===== config.mk =====
export PLATFORM = sky130hd
export DESIGN_NAME = crt_top
export DESIGN_NICKNAME = d
export VERILOG_FILES = /design/src/logic/crt_pkg.sv /design/src/logic/crt_evt_if.sv /design/src/logic/crt_edge.sv /design/src/logic/crt_top.sv
export SDC_FILE = /design/constraint.sdc
export NUM_CORES = 1
export LEC_CHECK = 0
export BUFFER_PORTS_ARGS = -buffer_cell sky130_fd_sc_hd__buf_4
export CAP_MARGIN = 10
export CORE_MARGIN = 2
export CORE_UTILIZATION = 63
export CTS_BUF_LIST = sky130_fd_sc_hd__clkbuf_2 sky130_fd_sc_hd__clkbuf_4 sky130_fd_sc_hd__clkbuf_8
export DETAILED_ROUTE_END_ITERATION = 8
export HOLD_SLACK_MARGIN = 0.02
export PLACE_DENSITY = 0.93
export REMOVE_ABC_BUFFERS = 1
export SYNTH_ARGS = -nofsm -noshare
export SYNTH_HDL_FRONTEND = slang
export SYNTH_SLANG_ARGS = --single-unit

===== constraint.sdc =====
create_clock -name clk_i -period 3.1 [get_ports clk_i]
set_input_delay 0 -clock clk_i [delete_from_list [all_inputs] [get_ports clk_i]]
set_output_delay 0 -clock clk_i [all_outputs]
set_load 0.02 [all_outputs]

===== src/logic/crt_pkg.sv =====
// Package of constants, register map and types for the capture/reload timer
package crt_pkg;
  localparam int CRT_W = 16;
  localparam logic [7:0] CRT_ADDR_CTRL   = 8'hc8;
  localparam logic [7:0] CRT_ADDR_MODE   = 8'hc9;
  localparam logic [7:0] CRT_ADDR_CAPL   = 8'hca;
  localparam logic [7:0] CRT_ADDR_CAPH   = 8'hcb;
  localparam logic [7:0] CRT_ADDR_CNTL   = 8'hcc;
  localparam logic [7:0] CRT_ADDR_CNTH   = 8'hcd;
  localparam logic [7:0] CRT_ADDR_IEN    = 8'hd0;
  localparam int CRT_B_OVF  = 7;
  localparam int CRT_B_EXT  = 6;
  localparam int CRT_B_RCLK = 5;
  localparam int CRT_B_TX_CLOCK_SELECT = 4;
  localparam int CRT_B_EXEN = 3;
  localparam int CRT_B_RUN  = 2;
  localparam int CRT_B_SRC  = 1;
  localparam int CRT_B_CAP  = 0;
  localparam int CRT_B_DOWN_COUNT_ENABLE = 0;
  localparam int CRT_B_OE   = 1;
  localparam logic [7:0]  CRT_RST_BYTE  = 8'h00;
  localparam logic [15:0] CRT_ONES      = 16'hffff;
  localparam logic [15:0] CRT_ONE       = 16'h0001;
  localparam logic [3:0]  CRT_TICK_DIV  = 4'hc;
  localparam logic [3:0]  CRT_BAUD_DIV  = 4'h2;
  typedef enum logic [1:0] {
    CRT_OFF    = 2'b00,
    CRT_RELOAD = 2'b01,
    CRT_CAPT   = 2'b10,
    CRT_BAUD   = 2'b11
  } crt_mode_t;
endpackage


===== src/logic/crt_evt_if.sv =====
// Interface carrying sampled pin events from edge detector to timer core
`timescale 1ns/10ps
interface crt_evt_if;
  logic cnt_fall;   // Count pin fell
  logic trg_fall;   // Trigger pin fell
  logic trg_level;  // Trigger pin sampled level
  logic tick;       // Machine-cycle tick
  logic state_tick; // State-time tick
  modport src (output cnt_fall, trg_fall, trg_level, tick, state_tick);
  modport dst (input  cnt_fall, trg_fall, trg_level, tick, state_tick);
endinterface


===== src/logic/crt_edge.sv =====
// Machine-cycle tick generator and pin edge sampler
`timescale 1ns/10ps
module crt_edge
  import crt_pkg::*;
(
  input  wire logic clk_i,       // Clock
  input  wire logic rst_n_i,     // Async reset, active low
  input  wire logic cnt_pin_i,   // Count input pin
  input  wire logic trg_pin_i,   // Trigger input pin
  crt_evt_if.src    evt          // Events out
);
  logic [3:0] div_cnt;
  logic [3:0] st_cnt;
  logic       cnt_q;
  logic       cnt_qq;
  logic       trg_q;
  logic       trg_qq;

  ////////////////////////////////////////////////////////////////////////
  // Tick dividers: machine cycle is twelve clocks, state time two
  always_ff @(posedge clk_i or negedge rst_n_i) begin
    if (!rst_n_i) begin
      div_cnt <= 4'h0;
      st_cnt  <= 4'h0;
    end else begin
      div_cnt <= (div_cnt == CRT_TICK_DIV - 4'h1) ? 4'h0 : div_cnt + 4'h1;
      st_cnt  <= (st_cnt == CRT_BAUD_DIV - 4'h1) ? 4'h0 : st_cnt + 4'h1;
    end
  end

  assign evt.tick       = (div_cnt == CRT_TICK_DIV - 4'h1);
  assign evt.state_tick = (st_cnt == CRT_BAUD_DIV - 4'h1);

  // Sample once per machine cycle, so narrow glitches are ignored
  always_ff @(posedge clk_i or negedge rst_n_i) begin
    if (!rst_n_i) begin
      cnt_q  <= 1'b1;
      cnt_qq <= 1'b1;
      trg_q  <= 1'b1;
      trg_qq <= 1'b1;
    end else if (evt.tick) begin
      cnt_q  <= cnt_pin_i;
      cnt_qq <= cnt_q;
      trg_q  <= trg_pin_i;
      trg_qq <= trg_q;
    end
  end

  // High then low sample pair, one pulse per machine cycle
  assign evt.cnt_fall  = evt.tick & cnt_qq & ~cnt_q;
  assign evt.trg_fall  = evt.tick & trg_qq & ~trg_q;
  assign evt.trg_level = trg_q;
endmodule


===== src/logic/crt_top.sv =====
// Capture/reload timer top: registers, modes, counting and flags
`timescale 1ns/10ps
module crt_top
  import crt_pkg::*;
#(
  parameter int W = CRT_W          // Counter width
)(
  input  wire logic       clk_i,     // Clock, 125 MHz
  input  wire logic       rst_n_i,   // Async reset, active low
  input  wire logic       cnt_pin_i, // Count input, port 1 bit 0
  input  wire logic       trg_pin_i, // Trigger input, port 1 bit 1
  input  wire logic [7:0] addr_i,    // Register address
  input  wire logic [7:0] wdata_i,   // Write data
  input  wire logic       wr_i,      // Write strobe
  input  wire logic       rd_i,      // Read strobe
  output logic      [7:0] rdata_o,   // Read data, one cycle later
  output logic            irq_o,     // Timer interrupt request
  output logic            ovf_pulse_o // Overflow pulse for serial clock
);
  crt_evt_if evt ();

  logic [W-1:0] count;
  logic [W-1:0] cap;
  logic         ovf_flag;
  logic         ext_flag;
  logic         rclk_sel;
  logic         tx_clock_select_sel;
  logic         exen;
  logic         run;
  logic         src_sel;
  logic         cap_sel;
  logic         down_count_enable;
  logic         oe_bit;
  logic         ien;
  crt_mode_t    mode;
  logic         step;
  logic         up_dir;
  logic         roll_up;
  logic         roll_dn;
  logic         trig_evt;
  logic         do_reload;
  logic         do_capture;
  logic [W-1:0] next_count;

  ////////////////////////////////////////////////////////////////////////
  // Pin sampling and ticks; count on bit 0, trigger on bit 1
  crt_edge u_edge (
    .clk_i     (clk_i),
    .rst_n_i   (rst_n_i),
    .cnt_pin_i (cnt_pin_i),
    .trg_pin_i (trg_pin_i),
    .evt       (evt)
  );

  ////////////////////////////////////////////////////////////////////////
  // Address decode, used by the write paths; the read path decodes with a case
  function automatic logic hit(input logic [7:0] a, input logic [7:0] r);
    hit = (a == r);
  endfunction

  // Mode from clock selects, capture bit and run
  always_comb begin
    if (!run) begin
      mode = CRT_OFF;
    end else if (rclk_sel | tx_clock_select_sel) begin
      mode = CRT_BAUD;
    end else if (cap_sel) begin
      mode = CRT_CAPT;
    end else begin
      mode = CRT_RELOAD;
    end
  end

  // Count step: tick or count pin edge; baud mode without the pin source runs at state time
  always_comb begin
    case (mode)
      CRT_OFF:  step = 1'b0;
      CRT_BAUD: step = src_sel ? evt.cnt_fall : evt.state_tick;
      default:  step = src_sel ? evt.cnt_fall : evt.tick;
    endcase
  end

  // Direction: only up/down reload mode may count down
  assign up_dir   = !(down_count_enable && (mode == CRT_RELOAD)) || evt.trg_level;
  assign roll_up  = step && up_dir && (count == CRT_ONES[W-1:0]);
  assign roll_dn  = step && !up_dir && (count == cap);
  assign trig_evt = exen && evt.trg_fall && (mode != CRT_OFF);
  assign do_capture = trig_evt && (mode == CRT_CAPT);
  // Trigger reload only in up-only reload mode
  assign do_reload  = (mode == CRT_RELOAD) &&
                      (roll_up || (trig_evt && !down_count_enable));

  // Next count value
  always_comb begin
    next_count = count;
    if (roll_dn) begin
      next_count = CRT_ONES[W-1:0];
    end else if (do_reload || (mode == CRT_BAUD && roll_up)) begin
      next_count = cap;
    end else if (step && up_dir) begin
      next_count = count + CRT_ONE[W-1:0];
    end else if (step) begin
      next_count = count - CRT_ONE[W-1:0];
    end
  end

  ////////////////////////////////////////////////////////////////////////
  // Counter; a software write wins over counting for the written byte, the other byte takes the counted value
  always_ff @(posedge clk_i or negedge rst_n_i) begin
    if (!rst_n_i) begin
      count <= '0;
    end else if (wr_i && hit(addr_i, CRT_ADDR_CNTL)) begin
      count <= {next_count[W-1:8], wdata_i};
    end else if (wr_i && hit(addr_i, CRT_ADDR_CNTH)) begin
      count <= {wdata_i, next_count[7:0]};
    end else begin
      count <= next_count;
    end
  end

  // Capture/reload register; capture wins over a software write
  always_ff @(posedge clk_i or negedge rst_n_i) begin
    if (!rst_n_i) begin
      cap <= '0;
    end else if (do_capture) begin
      cap <= count;
    end else if (wr_i && hit(addr_i, CRT_ADDR_CAPL)) begin
      cap[7:0] <= wdata_i;
    end else if (wr_i && hit(addr_i, CRT_ADDR_CAPH)) begin
      cap[W-1:8] <= wdata_i;
    end
  end

  ////////////////////////////////////////////////////////////////////////
  // Control bits; software alone clears the overflow flag, rollovers also toggle ext_flag in up/down mode
  always_ff @(posedge clk_i or negedge rst_n_i) begin
    if (!rst_n_i) begin
      rclk_sel <= 1'b0;
      tx_clock_select_sel <= 1'b0;
      exen     <= 1'b0;
      run      <= 1'b0;
      src_sel  <= 1'b0;
      cap_sel  <= 1'b0;
    end else if (wr_i && hit(addr_i, CRT_ADDR_CTRL)) begin
      rclk_sel <= wdata_i[CRT_B_RCLK];
      tx_clock_select_sel <= wdata_i[CRT_B_TX_CLOCK_SELECT];
      exen     <= wdata_i[CRT_B_EXEN];
      run      <= wdata_i[CRT_B_RUN];
      src_sel  <= wdata_i[CRT_B_SRC];
      cap_sel  <= wdata_i[CRT_B_CAP];
    end
  end

  // Overflow flag: hardware set beats a software clear
  always_ff @(posedge clk_i or negedge rst_n_i) begin
    if (!rst_n_i) begin
      ovf_flag <= 1'b0;
    end else if ((roll_up || roll_dn) && mode != CRT_BAUD) begin
      ovf_flag <= 1'b1;
    end else if (wr_i && hit(addr_i, CRT_ADDR_CTRL)) begin
      ovf_flag <= wdata_i[CRT_B_OVF];
    end
  end

  // External flag: set on trigger, or toggled as 17th bit up/down
  always_ff @(posedge clk_i or negedge rst_n_i) begin
    if (!rst_n_i) begin
      ext_flag <= 1'b0;
    end else if (mode == CRT_RELOAD && down_count_enable) begin
      if (roll_up || roll_dn) begin
        ext_flag <= ~ext_flag;
      end else if (wr_i && hit(addr_i, CRT_ADDR_CTRL)) begin
        ext_flag <= wdata_i[CRT_B_EXT];
      end
    end else if (trig_evt) begin
      ext_flag <= 1'b1;
    end else if (wr_i && hit(addr_i, CRT_ADDR_CTRL)) begin
      ext_flag <= wdata_i[CRT_B_EXT];
    end
  end

  // Mode register and interrupt enable
  always_ff @(posedge clk_i or negedge rst_n_i) begin
    if (!rst_n_i) begin
      down_count_enable   <= 1'b0;
      oe_bit <= 1'b0;
      ien    <= 1'b0;
    end else if (wr_i && hit(addr_i, CRT_ADDR_MODE)) begin
      down_count_enable   <= wdata_i[CRT_B_DOWN_COUNT_ENABLE];
      oe_bit <= wdata_i[CRT_B_OE];
    end else if (wr_i && hit(addr_i, CRT_ADDR_IEN)) begin
      ien    <= wdata_i[0];
    end
  end

  ////////////////////////////////////////////////////////////////////////
  // Interrupt: external flag is a count bit in up/down mode
  always_ff @(posedge clk_i or negedge rst_n_i) begin
    if (!rst_n_i) begin
      irq_o <= 1'b0;
    end else begin
      irq_o <= ien && (ovf_flag ||
               (ext_flag && !down_count_enable));
    end
  end

  // Baud overflow pulse, registered so output is a clean flop
  always_ff @(posedge clk_i or negedge rst_n_i) begin
    if (!rst_n_i) begin
      ovf_pulse_o <= 1'b0;
    end else begin
      ovf_pulse_o <= (mode == CRT_BAUD) && roll_up;
    end
  end

  // Read data one cycle after the strobe, zero otherwise
  always_ff @(posedge clk_i or negedge rst_n_i) begin
    if (!rst_n_i) begin
      rdata_o <= CRT_RST_BYTE;
    end else if (!rd_i) begin
      rdata_o <= CRT_RST_BYTE;
    end else begin
      case (addr_i)
        CRT_ADDR_CTRL: rdata_o <= {ovf_flag, ext_flag, rclk_sel, tx_clock_select_sel,
                                   exen, run, src_sel, cap_sel};
        CRT_ADDR_MODE: rdata_o <= {6'h00, oe_bit, down_count_enable};
        CRT_ADDR_CAPL: rdata_o <= cap[7:0];
        CRT_ADDR_CAPH: rdata_o <= cap[W-1:8];
        CRT_ADDR_CNTL: rdata_o <= count[7:0];
        CRT_ADDR_CNTH: rdata_o <= count[W-1:8];
        CRT_ADDR_IEN:  rdata_o <= {7'h00, ien};
        default:       rdata_o <= CRT_RST_BYTE;
      endcase
    end
  end
endmodule


==> results.md, run 1 <==
- Status: complete, no violations
- Die Span Y: between 80 and 90 um
- Max cap viols: 0
- Overall power: 0.00241 W
- Sw power: approximately 0.0009 W
- Register Area: ~1600 um2
- FP Rows: 29
- Footprint of the multi-input gates: 2460 um2
- Die ar.: between 7000 and 8000 um2
- Internal cell power: between 0.0015 and 0.002 W
- WHS: around 0.039 ns
- Max rail drop VDD: approximately 0.32 mV
- Via density: between 7 and 8
- Share of cells above drive strength 1: slightly above 20%
- Post-route ant nets: 0
- Setup crit start kind: register
- Largest net degree at the start of global routing: 66
- Data required, critical path: about 3.3 ns
- Port bufs: 31
- Avg Cell Area, Syn: around 9.4 um2
- Global route total overflow: 0
- I/O pin total: 32
- Top_reg_cell synth: dfrtp_1
- DP HPWL: just over 9000 um
- Final Slew Violations: 0
- Clock sinks: 65
- Initial detailed-routing violation count: 553
- Root buffer cell: clkbuf_8
- Initial Utilization: 65.9%
- Hold depth: 3
- Setup Viol. Count Final: 0
- H-tree depth: 3
- Initial antenna violation count: 0
- Hold Fails Final Rpt: 0
- Least-Margin Pin Slew: 0.799 ns
- CP arrival: about 3.3 ns
- Hold crit path type: in -> reg
- GRT Resource Usage Total: ~37%
- Leakage: approximately 2.0 nW
- Critical path class: reg -> reg
- Tmin final: between 3 and 4 ns
- Main area contributors after synthesis: dfrtp_1 36%, mux2_2 5.6%, mux2i_1 5.4%
- Syn Inst Count: between 400 and 500
- EDFF count, synth: 0
- Wirelength per Cell: approximately 23 um
- Synthesis-to-finish area growth: 15.1%
- DR vias: about 4000
- Fillcell total: 461
- Worst R2R Setup Slack: between 0.07 and 0.08 ns
- Placer Congestion: between 0.9 and 1
- CP max FO: 7
- Total Wirelength: 13300 um
- Final period util: a little over nine tenths
- Fmax: around 330 MHz
- Register clock-pin slew on the reported worst setup and hold paths: 0.09 ns
- Chip Width: roughly 86 um
- Deepest clock path buffer count: 2
- First-pass GRT wire length: 20700 um
- Drt first pass iters: 6
- CORE AREA: approximately 6500 um2
- Post-synth top area cell: dfrtp_1
- Worst r2r dst: count[8]
- Vias in the first global route: approximately 3800
- Most instantiated library cell after synthesis: dfrtp_1
- Most frequent cells after synthesis: 61 x dfrtp_1, 39 x nor2_1, 35 x nand2_1
- DR DRC count: 0
- Async SR Flop Fraction: 100%
- Logic pwr share: ~30%
- Critical R2R Launch: rclk_sel
- CTS tree: yes
- Share of the synthesized area in the top cell type: a little over a third
- Share of power burned in registers: roughly two fifths
- Clk_lat worst skew: roughly 0.35 ns
- Switch share: about 37%
- Placed inst area: 4600 um2
- Clock share of power: roughly 29%
- Yosys reg bits: 65
- Post-synth cell types: 59
- Synthesized area: 4260 um2
- Critical path capture point type: register
- Final nets: 524
- Unrepaired setup endpoints after global routing: false
- Setup Total Neg Slack: 0 ns
- Pwr Density: a little under 500 nW/um2
- Hold_sp: wr_i
- Total CTS buffers: 9
- Core Util, Final: approximately 76%
- Final Cell Area: roughly 4900 um2
- Seq/Total Area, Yosys: approximately two fifths
- Clock skew: about 0.013 ns
- Rel. slew slack: approximately 47%
- R2R depth: 10
- Hold-critical path endpoint: ien
- Synth warnings: 0
## cells in the final DEF (no fill, tap or decap), types with 10 or more instances in the layout
| cell type | netlist | routed |
|---|---|---|
| dlygate4sd3_1 | 0 | 11 |
| a22oi_1 | 12 | 12 |
| dfrtp_1 | 61 | 61 |
| nand2_1 | 35 | 35 |
| buf_4 | 0 | 51 |
| nand4_1 | 13 | 13 |
| a21oi_1 | 31 | 31 |
| a31oi_1 | 10 | 10 |
| xor2_1 | 22 | 22 |
| o22ai_1 | 11 | 11 |
| nor2_1 | 39 | 39 |
| xnor2_1 | 12 | 12 |
| mux2i_1 | 23 | 23 |
| nand3_1 | 17 | 17 |
| mux2_2 | 21 | 21 |
## cells by family after synthesis
group | Yosys count | share of synthesized area, %
muxes | 46 | 12.0
AOI/OAI and AO/OA | 94 | 15.2
buffers and inverters | 42 | 4.06
adders and majority gates | 7 | 2.06
and+or+nand+nor | 167 | 21.4
DFF | 65 | 38.3
xor gates and xnor gates | 34 | 6.99
## power by group through the flow
stage / clock network, W / registers (W) / logic, W
6_report: 0.000698 / 0.000995 / 0.000714
4_1_cts: 0.000698 / 0.000988 / 0.000689
5_1_grt: 0.000737 / 0.00100 / 0.000762
3_5_place_dp: 0 / 0.00100 / 0.000674
2_1_floorplan: 0 / 0.00102 / 0.000396
3_3_place_gp: 0 / 0.00100 / 0.000670
## layer usage
| metal | wire, um | GRT usage (%) |
|---|---|---|
| met1 | 5310 | 49.7 |
| met2 | 6000 | 57.6 |
| met4 | 620 | 18.5 |
| met5 | 0 | 0 |
| met3 | 1330 | 6.95 |
## critical path, stage by stage (launching register included)
cell,delay (ns)
dfrtp_1,0.44
nor2_1,0.14
nand2_1,0.07
nand2_1,0.12
inv_1,0.08
ha_1,0.29
and3b_1,0.28
or4_1,0.58
o31ai_4,0.49
mux2i_1,0.27
a21oi_1,0.12
## stage by stage
step / worst slack [ns] / cells
after CTS: 0.153 / 577
final: 0.0761 / 578
after floorplan: 0.220 / 422
after detailed placement: 0.222 / 550
after global placement: 0.342 / 550
after global routing: 0.0367 / 577
## area by class of cell
type                       count  area share [%]
timing repair buffer          62            10.1
clock buffer                   9            2.53
inverter                       9           0.689
sequential                    65            33.3
antenna                        1          0.0511
clock inverter                 7            1.23
tap                           77            1.97
multi-input combinational    348            50.2
## flip-flops by register name (all words and copies together), names as in the netlist, 4 cells and up
signal          cells
u_edge.div_cnt      4
cap                16
rdata_o             8
count              16
u_edge.st_cnt       4
## repair_timing
action,in CTS,in global routing
resized for setup,0,1
hold buffers,11,0
buffers inserted,0,0
endpoints found under the setup margin,0,7
endpoints found under the hold margin,83,0
## worst max-delay path by stage
| stage | startpoint | endpoint | slack, ns | depth (start not counted) |
|---|---|---|---|---|
| 2_1_floorplan | rclk_sel | count[14] | 0.22 | 8 |
| 3_3_place_gp | rclk_sel | count[14] | 0.34 | 8 |
| 3_5_place_dp | rclk_sel | count[8] | 0.22 | 10 |
| 4_1_cts | rclk_sel | count[14] | 0.15 | 8 |
| 5_1_grt | rclk_sel | count[8] | 0.04 | 10 |
| 6_report | rclk_sel | count[8] | 0.08 | 10 |
No activity file was read; power rests on OpenSTA's default activity.
==> run 2, diff against run 1 <==
--- a/config.mk
+++ b/config.mk
@@ -16,4 +16,5 @@
 export REMOVE_ABC_BUFFERS = 1
 export SYNTH_ARGS = -nofsm -noshare
 export SYNTH_HDL_FRONTEND = slang
+export SYNTH_HIERARCHICAL = 1
 export SYNTH_SLANG_ARGS = --single-unit
==> run 2 against run 1 <==
Combinational power is 9.9% higher. Global-route usage is 1.7 points lower. Sequential power is 18% higher. Critical path depth is 2 lower. Clock skew is 0.0031 ns higher. Sequential share of layout area is 0.094 points higher. Setup slack better by 0.033 ns. Critical path type unchanged. Largest power group unchanged.
==> results.md, run 2 <==
- Status: complete, no violations (unchanged)
- Hold_sp: wdata_i[6] (was wr_i)
- Crit path largest cell delay: 0.58 ns (about the same)
- Wirelength per Cell: 22.1 um (was 22.9 um)
- Synth warnings: 6 (was 0)
- Met3 Use GR: 6.10% (was 6.95%)
- Share of power burned in registers: 42.2% (was 41.3%)
- Total Wirelength: 12600 um (was 13300 um)
- Main area contributors after synthesis: dfrtp_1 36%, mux2_2 4.5%, mux2i_1 4.4% (was dfrtp_1 36%, mux2_2 5.6%, mux2i_1 5.4%)
- Yosys reg bits: 65 (unchanged)
- Slowest CP cell: o211ai_1 (was or4_1)
- Chip Width: 86.4 um (was 86.2 um)
- Worst R2R Setup Slack: 0.11 ns (was 0.08 ns)
- Synthesis-to-finish area growth: 14.3% (was 15.1%)
- Share of the synthesized area in the top cell type: 35.7% (was 35.9%)
- Pwr Density: 570 nW/um2 (was 491 nW/um2)
- Sw power: 0.00104 W (was 0.000901 W)
- Rel. slew slack: 22.8% (was 46.7%)
- Vias in the first global route: 3841 (was 3770)
- Deepest clock path buffer count: 2 (unchanged)
- Most common cell after layout, fill and taps aside: dfrtp_1 (unchanged)
- Levels on crit path: 8 (was 10)
- Post-route ant nets: 0 (unchanged)
- Async SR Flop Fraction: 100% (unchanged)
- Synthesized area: 4270 um2 (was 4260 um2)
- Setup crit start kind: register (unchanged)
- Met1 usage: 46.6% (was 49.7%)
- Total CTS buffers: 9 (unchanged)
- Logic pwr share: 28.2% (was 29.7%)
- Hold depth: 3 (unchanged)
- DR vias: 3964 (was 4076)
- First-pass GRT wire length: 20000 um (was 20700 um)
- Critical R2R Launch: tx_clock_select_sel (was rclk_sel)
- Most instantiated library cell after synthesis: dfrtp_1 (unchanged)
- Avg Cell Area, Syn: 9.52 um2 (was 9.36 um2)
- FP Rows: 30 (was 29)
- Buf/Inv on CP: 0 (was 1)
- Port bufs: 31 (unchanged)
- Post-synth cell types: 66 (was 59)
- Largest registers: cap x16, count x16, rdata_o x8 (unchanged)
- Switch share: 37.2% (was 37.5%)
- CP arrival: 3.22 ns (was 3.25 ns)
- DR DRC count: 0 (unchanged)
- Die ar.: 7460 um2 (was 7430 um2)
- Via density: 6.94 (was 7.05)
- Worst r2r dst: count[14] (was count[8])
- Least-Margin Pin Slew: 1.15 ns (was 0.799 ns)
- Initial detailed-routing violation count: 510 (was 553)
- Leakage: 1.97 nW (was 2.04 nW)
- Hold Fails Final Rpt: 0 (unchanged)
- Top_reg_cell synth: dfrtp_1 (unchanged)
- Final Slew Violations: 0 (unchanged)
- Clock skew: 0.0160 ns (was 0.0129 ns)
- Setup Viol. Count Final: 0 (unchanged)
- Data required, critical path: 3.33 ns (about the same)
- I/O pin total: 32 (unchanged)
- Critical path class: reg -> reg (unchanged)
- Clock sinks: 65 (unchanged)
- Initial Utilization: 64.0% (was 65.9%)
- GRT Resource Usage Total: 35.3% (was 37.0%)
- CORE AREA: 6680 um2 (was 6460 um2)
- Hold crit path type: in -> reg (unchanged)
- Largest net degree at the start of global routing: 66 (unchanged)
- Commonest non-fill, non-tap cells in the layout: 61 x dfrtp_1, 45 x buf_4, 41 x nor2_1 (was 61 x dfrtp_1, 51 x buf_4, 39 x nor2_1)
- R2R depth: 8 (was 10)
- Max cap viols: 0 (unchanged)
- Syn Inst Count: 449 (was 455)
- Root buffer cell: clkbuf_8 (unchanged)
- CP max FO: 8 (was 7)
- GRT busiest layer: met2 (unchanged)
- Global route total overflow: 0 (unchanged)
- Drt first pass iters: 7 (was 6)
- Tmin final: 2.99 ns (was 3.02 ns)
- Register clock-pin slew on the reported worst setup and hold paths: 0.08 ns (was 0.09 ns)
- Layout Cells excl Fill: 571 (was 578)
- Internal cell power: 0.00175 W (was 0.00150 W)
- Final nets: 515 (was 524)
- Antenna diodes: 0 (was 1)
- Share of cells above drive strength 1: 21.8% (was 20.4%)
- Seq/Total Area, Yosys: 38.2% (was 38.3%)
- Cells after DPL: 542 (was 550)
- Grt met2 use: 56.7% (was 57.6%)
- Fmax: 334 MHz (was 331 MHz)
- DP HPWL: 8760 um (was 9190 um)
- Largest delay contributor family on the critical path: compound AO/OA/AOI/OAI gates (was simple AND/OR/NAND/NOR gates)
- Final period util: 96.5% (was 97.5%)
- Unrepaired setup endpoints after global routing: false (unchanged)
- Post-synth top area cell: dfrtp_1 (unchanged)
- Most frequent cells after synthesis: 61 x dfrtp_1, 41 x nor2_1, 37 x a21oi_1 (was 61 x dfrtp_1, 39 x nor2_1, 35 x nand2_1)
- Setup Total Neg Slack: 0 ns (unchanged)
- Clk_lat worst skew: 0.36 ns (was 0.35 ns)
- Max rail drop VDD: 0.406 mV (was 0.317 mV)
- CP Cell Sequence: o31ai_1, ha_1, mux2_2, o211ai_1, o21ai_0, a221oi_1, xnor2_1, a21oi_1 (was nor2_1, nand2_1, nand2_1, inv_1, ha_1, and3b_1, or4_1, o31ai_4, mux2i_1, a21oi_1)
- Die Span Y: 86.4 um (was 86.2 um)
- Hold-critical path endpoint: count[14] (was ien)
- H-tree depth: 3 (unchanged)
- Placer Congestion: 1.04 (was 0.986)
- CTS tree: yes (unchanged)
- Initial antenna violation count: 0 (unchanged)
- EDFF count, synth: 0 (unchanged)
- Clock share of power: 29.7% (was 29.0%)
- Critical path capture point type: register (unchanged)
## run 2: cell types whose count changed after synthesis, sizes merged, moves of 5 or more
cell | previous run | this run
a21oi | 31 | 37
o21ai | 6 | 14
nand4 | 13 | 7
xor2 | 22 | 16
clkbuf | 24 | 17
o22ai | 11 | 5
nand2 | 35 | 28
nor3 | 8 | 13
## run 2: power groups by stage
| stage | clock network, W | logic [W] | registers [W] |
|---|---|---|---|
| 2_1_floorplan | 0 | 0.000475 | 0.00113 |
| 3_3_place_gp | 0 | 0.000723 | 0.00117 |
| 3_5_place_dp | 0 | 0.000745 | 0.00117 |
| 4_1_cts | 0.000828 | 0.000761 | 0.00116 |
| 5_1_grt | 0.000860 | 0.000839 | 0.00118 |
| 6_report | 0.000827 | 0.000785 | 0.00117 |
## run 2: repair_timing
action / in CTS / in global routing
endpoints found under the setup margin: 0 / 5
setup buffers: 0 / 2
hold buffers: 11 / 0
gates resized for setup: 0 / 2
hold endpoints to repair: 80 / 0
## run 2: worst max path at each step
stage                        start         to  slack (ns)
2_1_floorplan  tx_clock_select_sel   count[5]        0.39
3_3_place_gp   tx_clock_select_sel  count[14]        0.24
3_5_place_dp   tx_clock_select_sel  count[12]        0.19
4_1_cts        tx_clock_select_sel  count[12]        0.17
5_1_grt        tx_clock_select_sel   count[0]       0.008
6_report       tx_clock_select_sel  count[14]        0.11
## run 2: cell families after synthesis
logic type                 share of synthesized area [%]
muxes                                               11.4
DFF                                                 38.2
AOI/OAI and AO/OA                                   16.6
xor gates and xnor gates                            6.15
and+or+nand+nor                                     20.6
buffers and inverters                               5.01
adders and majority gates                           2.05
## run 2: layout make-up
| class | instances | area [um2] |
|---|---|---|
| flip-flops and latches | 65 | 1630 |
| inverters | 12 | 47.5 |
| clock buffers | 9 | 124 |
| fillers | 457 | 1800 |
| repair buffers | 56 | 448 |
| well taps | 80 | 100 |
| clock inverters | 7 | 100 |
| multi-input cells | 342 | 2430 |
## run 2: routing by layer
metal  share of wire, %  vias to the layer above
li1                   -                     1722
met1                 38                     1862
met2                 46                      311
met3                 11                       69
met4                4.5                        0
met5                  0                        -
## run 2: worst register-to-register path, cell delays in order (launching register included)
cell and delay, ns:
dfrtp_1 0.43, o31ai_1 0.43, ha_1 0.33, mux2_2 0.30, o211ai_1 0.58, o21ai_0 0.19
a221oi_1 0.36, xnor2_1 0.16, a21oi_1 0.08
## run 2: through the flow
step / setup WS (ns) / util, % / total power (W) / area [um2] / hold slack, ns
global placement: 0.244 / 67.8 / 0.00189 / 4530 / 0.132
CTS: 0.172 / 72.8 / 0.00275 / 4860 / 0.0341
global route: 0.00811 / 73.1 / 0.00288 / 4890 / 0.0538
floorplan: 0.394 / - / 0.00160 / 4110 / -0.296
finish: 0.109 / 73.1 / 0.00279 / 4890 / 0.0467
detailed placement: 0.189 / 67.8 / 0.00192 / 4530 / 0.141
==> run 3, diff against run 2 <==
--- a/config.mk
+++ b/config.mk
@@ -12,7 +12,7 @@
 export CTS_BUF_LIST = sky130_fd_sc_hd__clkbuf_2 sky130_fd_sc_hd__clkbuf_4 sky130_fd_sc_hd__clkbuf_8
 export DETAILED_ROUTE_END_ITERATION = 8
 export HOLD_SLACK_MARGIN = 0.02
-export PLACE_DENSITY = 0.93
+export PLACE_DENSITY = 0.92
 export REMOVE_ABC_BUFFERS = 1
 export SYNTH_ARGS = -nofsm -noshare
 export SYNTH_HDL_FRONTEND = slang
==> run 3 against run 2 <==
Count of clock-buffer cells in the layout did not move. Critical path type unchanged. Via count rose by 5.2%. Highest routed layer unchanged. Register-to-register slack barely moved. Critical endpoint is now count[5].
==> results.md, run 3 (synthesis results as in run 2) <==
- Status: complete, no violations (unchanged)
- CP Cell Sequence: o31ai_1, ha_1, mux2_2, o211ai_1, buf_4, or4_4, and3_4, a221oi_2 (was o31ai_1, ha_1, mux2_2, o211ai_1, o21ai_0, a221oi_1, xnor2_1, a21oi_1)
- Clock skew: 0.0117 ns (was 0.0160 ns)
- Final Slew Violations: 0 (unchanged)
- Pwr Density: 585 nW/um2 (was 570 nW/um2)
- Unrepaired setup endpoints after global routing: false (unchanged)
- Placed inst area: 4580 um2 (was 4530 um2)
- Drt first pass iters: 6 (was 7)
- Layout Cells excl Fill: 579 (was 571)
- CORE AREA: 6680 um2 (unchanged)
- GRT Resource Usage Total: 35.9% (was 35.3%)
- Die Span Y: 86.4 um (unchanged)
- Fmax: 333 MHz (was 334 MHz)
- Least-Margin Pin Slew: 1.19 ns (was 1.15 ns)
- Global route total overflow: 0 (unchanged)
- Clock sinks: 65 (unchanged)
- Synthesis-to-finish area growth: 16.5% (was 14.3%)
- Slowest CP cell: or4_4 (was o211ai_1)
- Setup Total Neg Slack: 0 ns (unchanged)
- Total Wirelength: 13200 um (was 12600 um)
- Initial Utilization: 64.0% (unchanged)
- Clk_lat worst skew: 0.36 ns (about the same)
- Post-route ant nets: 0 (unchanged)
- Overall power: 0.00291 W (was 0.00279 W)
- Data required, critical path: 3.37 ns (was 3.33 ns)
- DP HPWL: 8830 um (was 8760 um)
- Final nets: 523 (was 515)
- Via density: 7.20 (was 6.94)
- First-pass GRT wire length: 20100 um (was 20000 um)
- Post-placement setup slack: 0.126 ns (was 0.189 ns)
- CTS tree: yes (unchanged)
- Final Cell Area: 4980 um2 (was 4890 um2)
- Share of power burned in registers: 38.2% (was 42.2%)
- Root buffer cell: clkbuf_8 (unchanged)
- Initial detailed-routing violation count: 602 (was 510)
- Initial antenna violation count: 0 (unchanged)
- Internal cell power: 0.00186 W (was 0.00175 W)
- Max rail drop VDD: 0.408 mV (was 0.406 mV)
- Most common cell after layout, fill and taps aside: dfrtp_1 (unchanged)
- Final period util: 96.9% (was 96.5%)
- Die ar.: 7460 um2 (unchanged)
- Logic pwr share: 30.3% (was 28.2%)
- FP Rows: 30 (unchanged)
- Critical path capture point type: register (unchanged)
- Vias in the first global route: 3793 (was 3841)
- Wirelength per Cell: 22.7 um (was 22.1 um)
- Deepest clock path buffer count: 2 (unchanged)
- Crit path largest cell delay: 0.57 ns (was 0.58 ns)
- I/O pin total: 32 (unchanged)
- Port bufs: 31 (unchanged)
- Hold Fails Final Rpt: 0 (unchanged)
- DR DRC count: 0 (unchanged)
- H-tree depth: 3 (unchanged)
- Cells after DPL: 548 (was 542)
- Placer Congestion: 1.03 (was 1.04)
- Worst setup margin: 0.0968 ns (was 0.109 ns)
- Fillcell total: 454 (was 457)
- DR vias: 4170 (was 3964)
- Largest registers: cap x16, count x16, rdata_o x8 (unchanged)
- CP max FO: 6 (was 8)
- Clock share of power: 31.5% (was 29.7%)
- Max cap viols: 0 (unchanged)
- Hold crit path type: in -> reg (unchanged)
- Sw power: 0.00105 W (was 0.00104 W)
- Total CTS buffers: 9 (unchanged)
- Leakage: 2.02 nW (was 1.97 nW)
- Setup crit start kind: register (unchanged)
- Share of cells above drive strength 1: 23.2% (was 21.8%)
- CP arrival: 3.27 ns (was 3.22 ns)
- Largest net degree at the start of global routing: 66 (unchanged)
- Register clock-pin slew on the reported worst setup and hold paths: 0.08 ns (about the same)
- Rel. slew slack: 19.8% (was 22.8%)
- Critical path class: reg -> reg (unchanged)
- Setup Viol. Count Final: 0 (unchanged)
- Chip Width: 86.4 um (unchanged)
- Switch share: 36.1% (was 37.2%)
- Tmin final: 3.00 ns (was 2.99 ns)
- Commonest non-fill, non-tap cells in the layout: 61 x dfrtp_1, 53 x buf_4, 41 x nor2_1 (was 61 x dfrtp_1, 45 x buf_4, 41 x nor2_1)
- Antenna diodes: 0 (unchanged)
[run 3: final timing paths]
path / from / to / slack (ns) / cells past startpoint
min reg2reg: u_edge/div_cnt[0] / u_edge/div_cnt[0] / 0.48 / 1
max in group asynchronous: rst_n_i / count[4] / 2.28 / 2
min in group asynchronous: rst_n_i / u_edge/div_cnt[2] / 0.28 / 2
min: wdata_i[6] / cap[6] / 0.04 / 3
max: tx_clock_select_sel / count[5] / 0.1 / 8
max reg2reg: tx_clock_select_sel / count[5] / 0.1 / 8
[run 3: area by class of cell]
type | count | area, um2 | area share [%]
clock inverter | 7 | 126 | 2.54
timing repair buffer | 64 | 518 | 10.4
multi-input combinational | 342 | 2430 | 48.9
inverter | 12 | 47.5 | 0.955
sequential | 65 | 1630 | 32.8
tap | 80 | 100 | 2.01
clock buffer | 9 | 124 | 2.49
[run 3: layer usage]
layer  global-route usage [%]  up-vias  wire (um)
met5                        0        -          0
met4                     12.9        0        710
met3                     6.86       97       1710
met2                     56.8      383       5930
met1                     49.6     1953       4820
li1                         -     1737          -
[run 3: worst max-delay path, delay by kind of cell, from the launching register on]
kind / cells / cell delay [ns]
AND/OR/NAND/NOR: 2 / 0.78
adder cells (fa/ha/maj): 1 / 0.33
buffers and inverters: 1 / 0.22
AO/OA/AOI/OAI: 3 / 0.91
multiplexers: 1 / 0.26
flip-flops: 1 / 0.42
[run 3: timing repair]
action                                 CTS  global route
endpoints found under the hold margin   80             0
gates resized for setup                  0             1
setup endpoints to repair                0            10
hold buffers                            10             0
buffers inserted                         0             5
[run 3: power by group through the flow]
stage,Combinational (W),Sequential [W],Clock [W]
2_1_floorplan,0.000475,0.00113,0
3_3_place_gp,0.000809,0.00112,0
3_5_place_dp,0.000822,0.00112,0
4_1_cts,0.000841,0.00110,0.000916
5_1_grt,0.000943,0.00112,0.000954
6_report,0.000884,0.00111,0.000917
[run 3: metrics by stage]
stage	utilization, %	hold slack (ns)
after floorplan	-	-0.296
after global placement	68.5	0.132
after detailed placement	68.5	0.145
after CTS	73.7	0.0281
after global routing	74.6	0.0493
final	74.6	0.0438
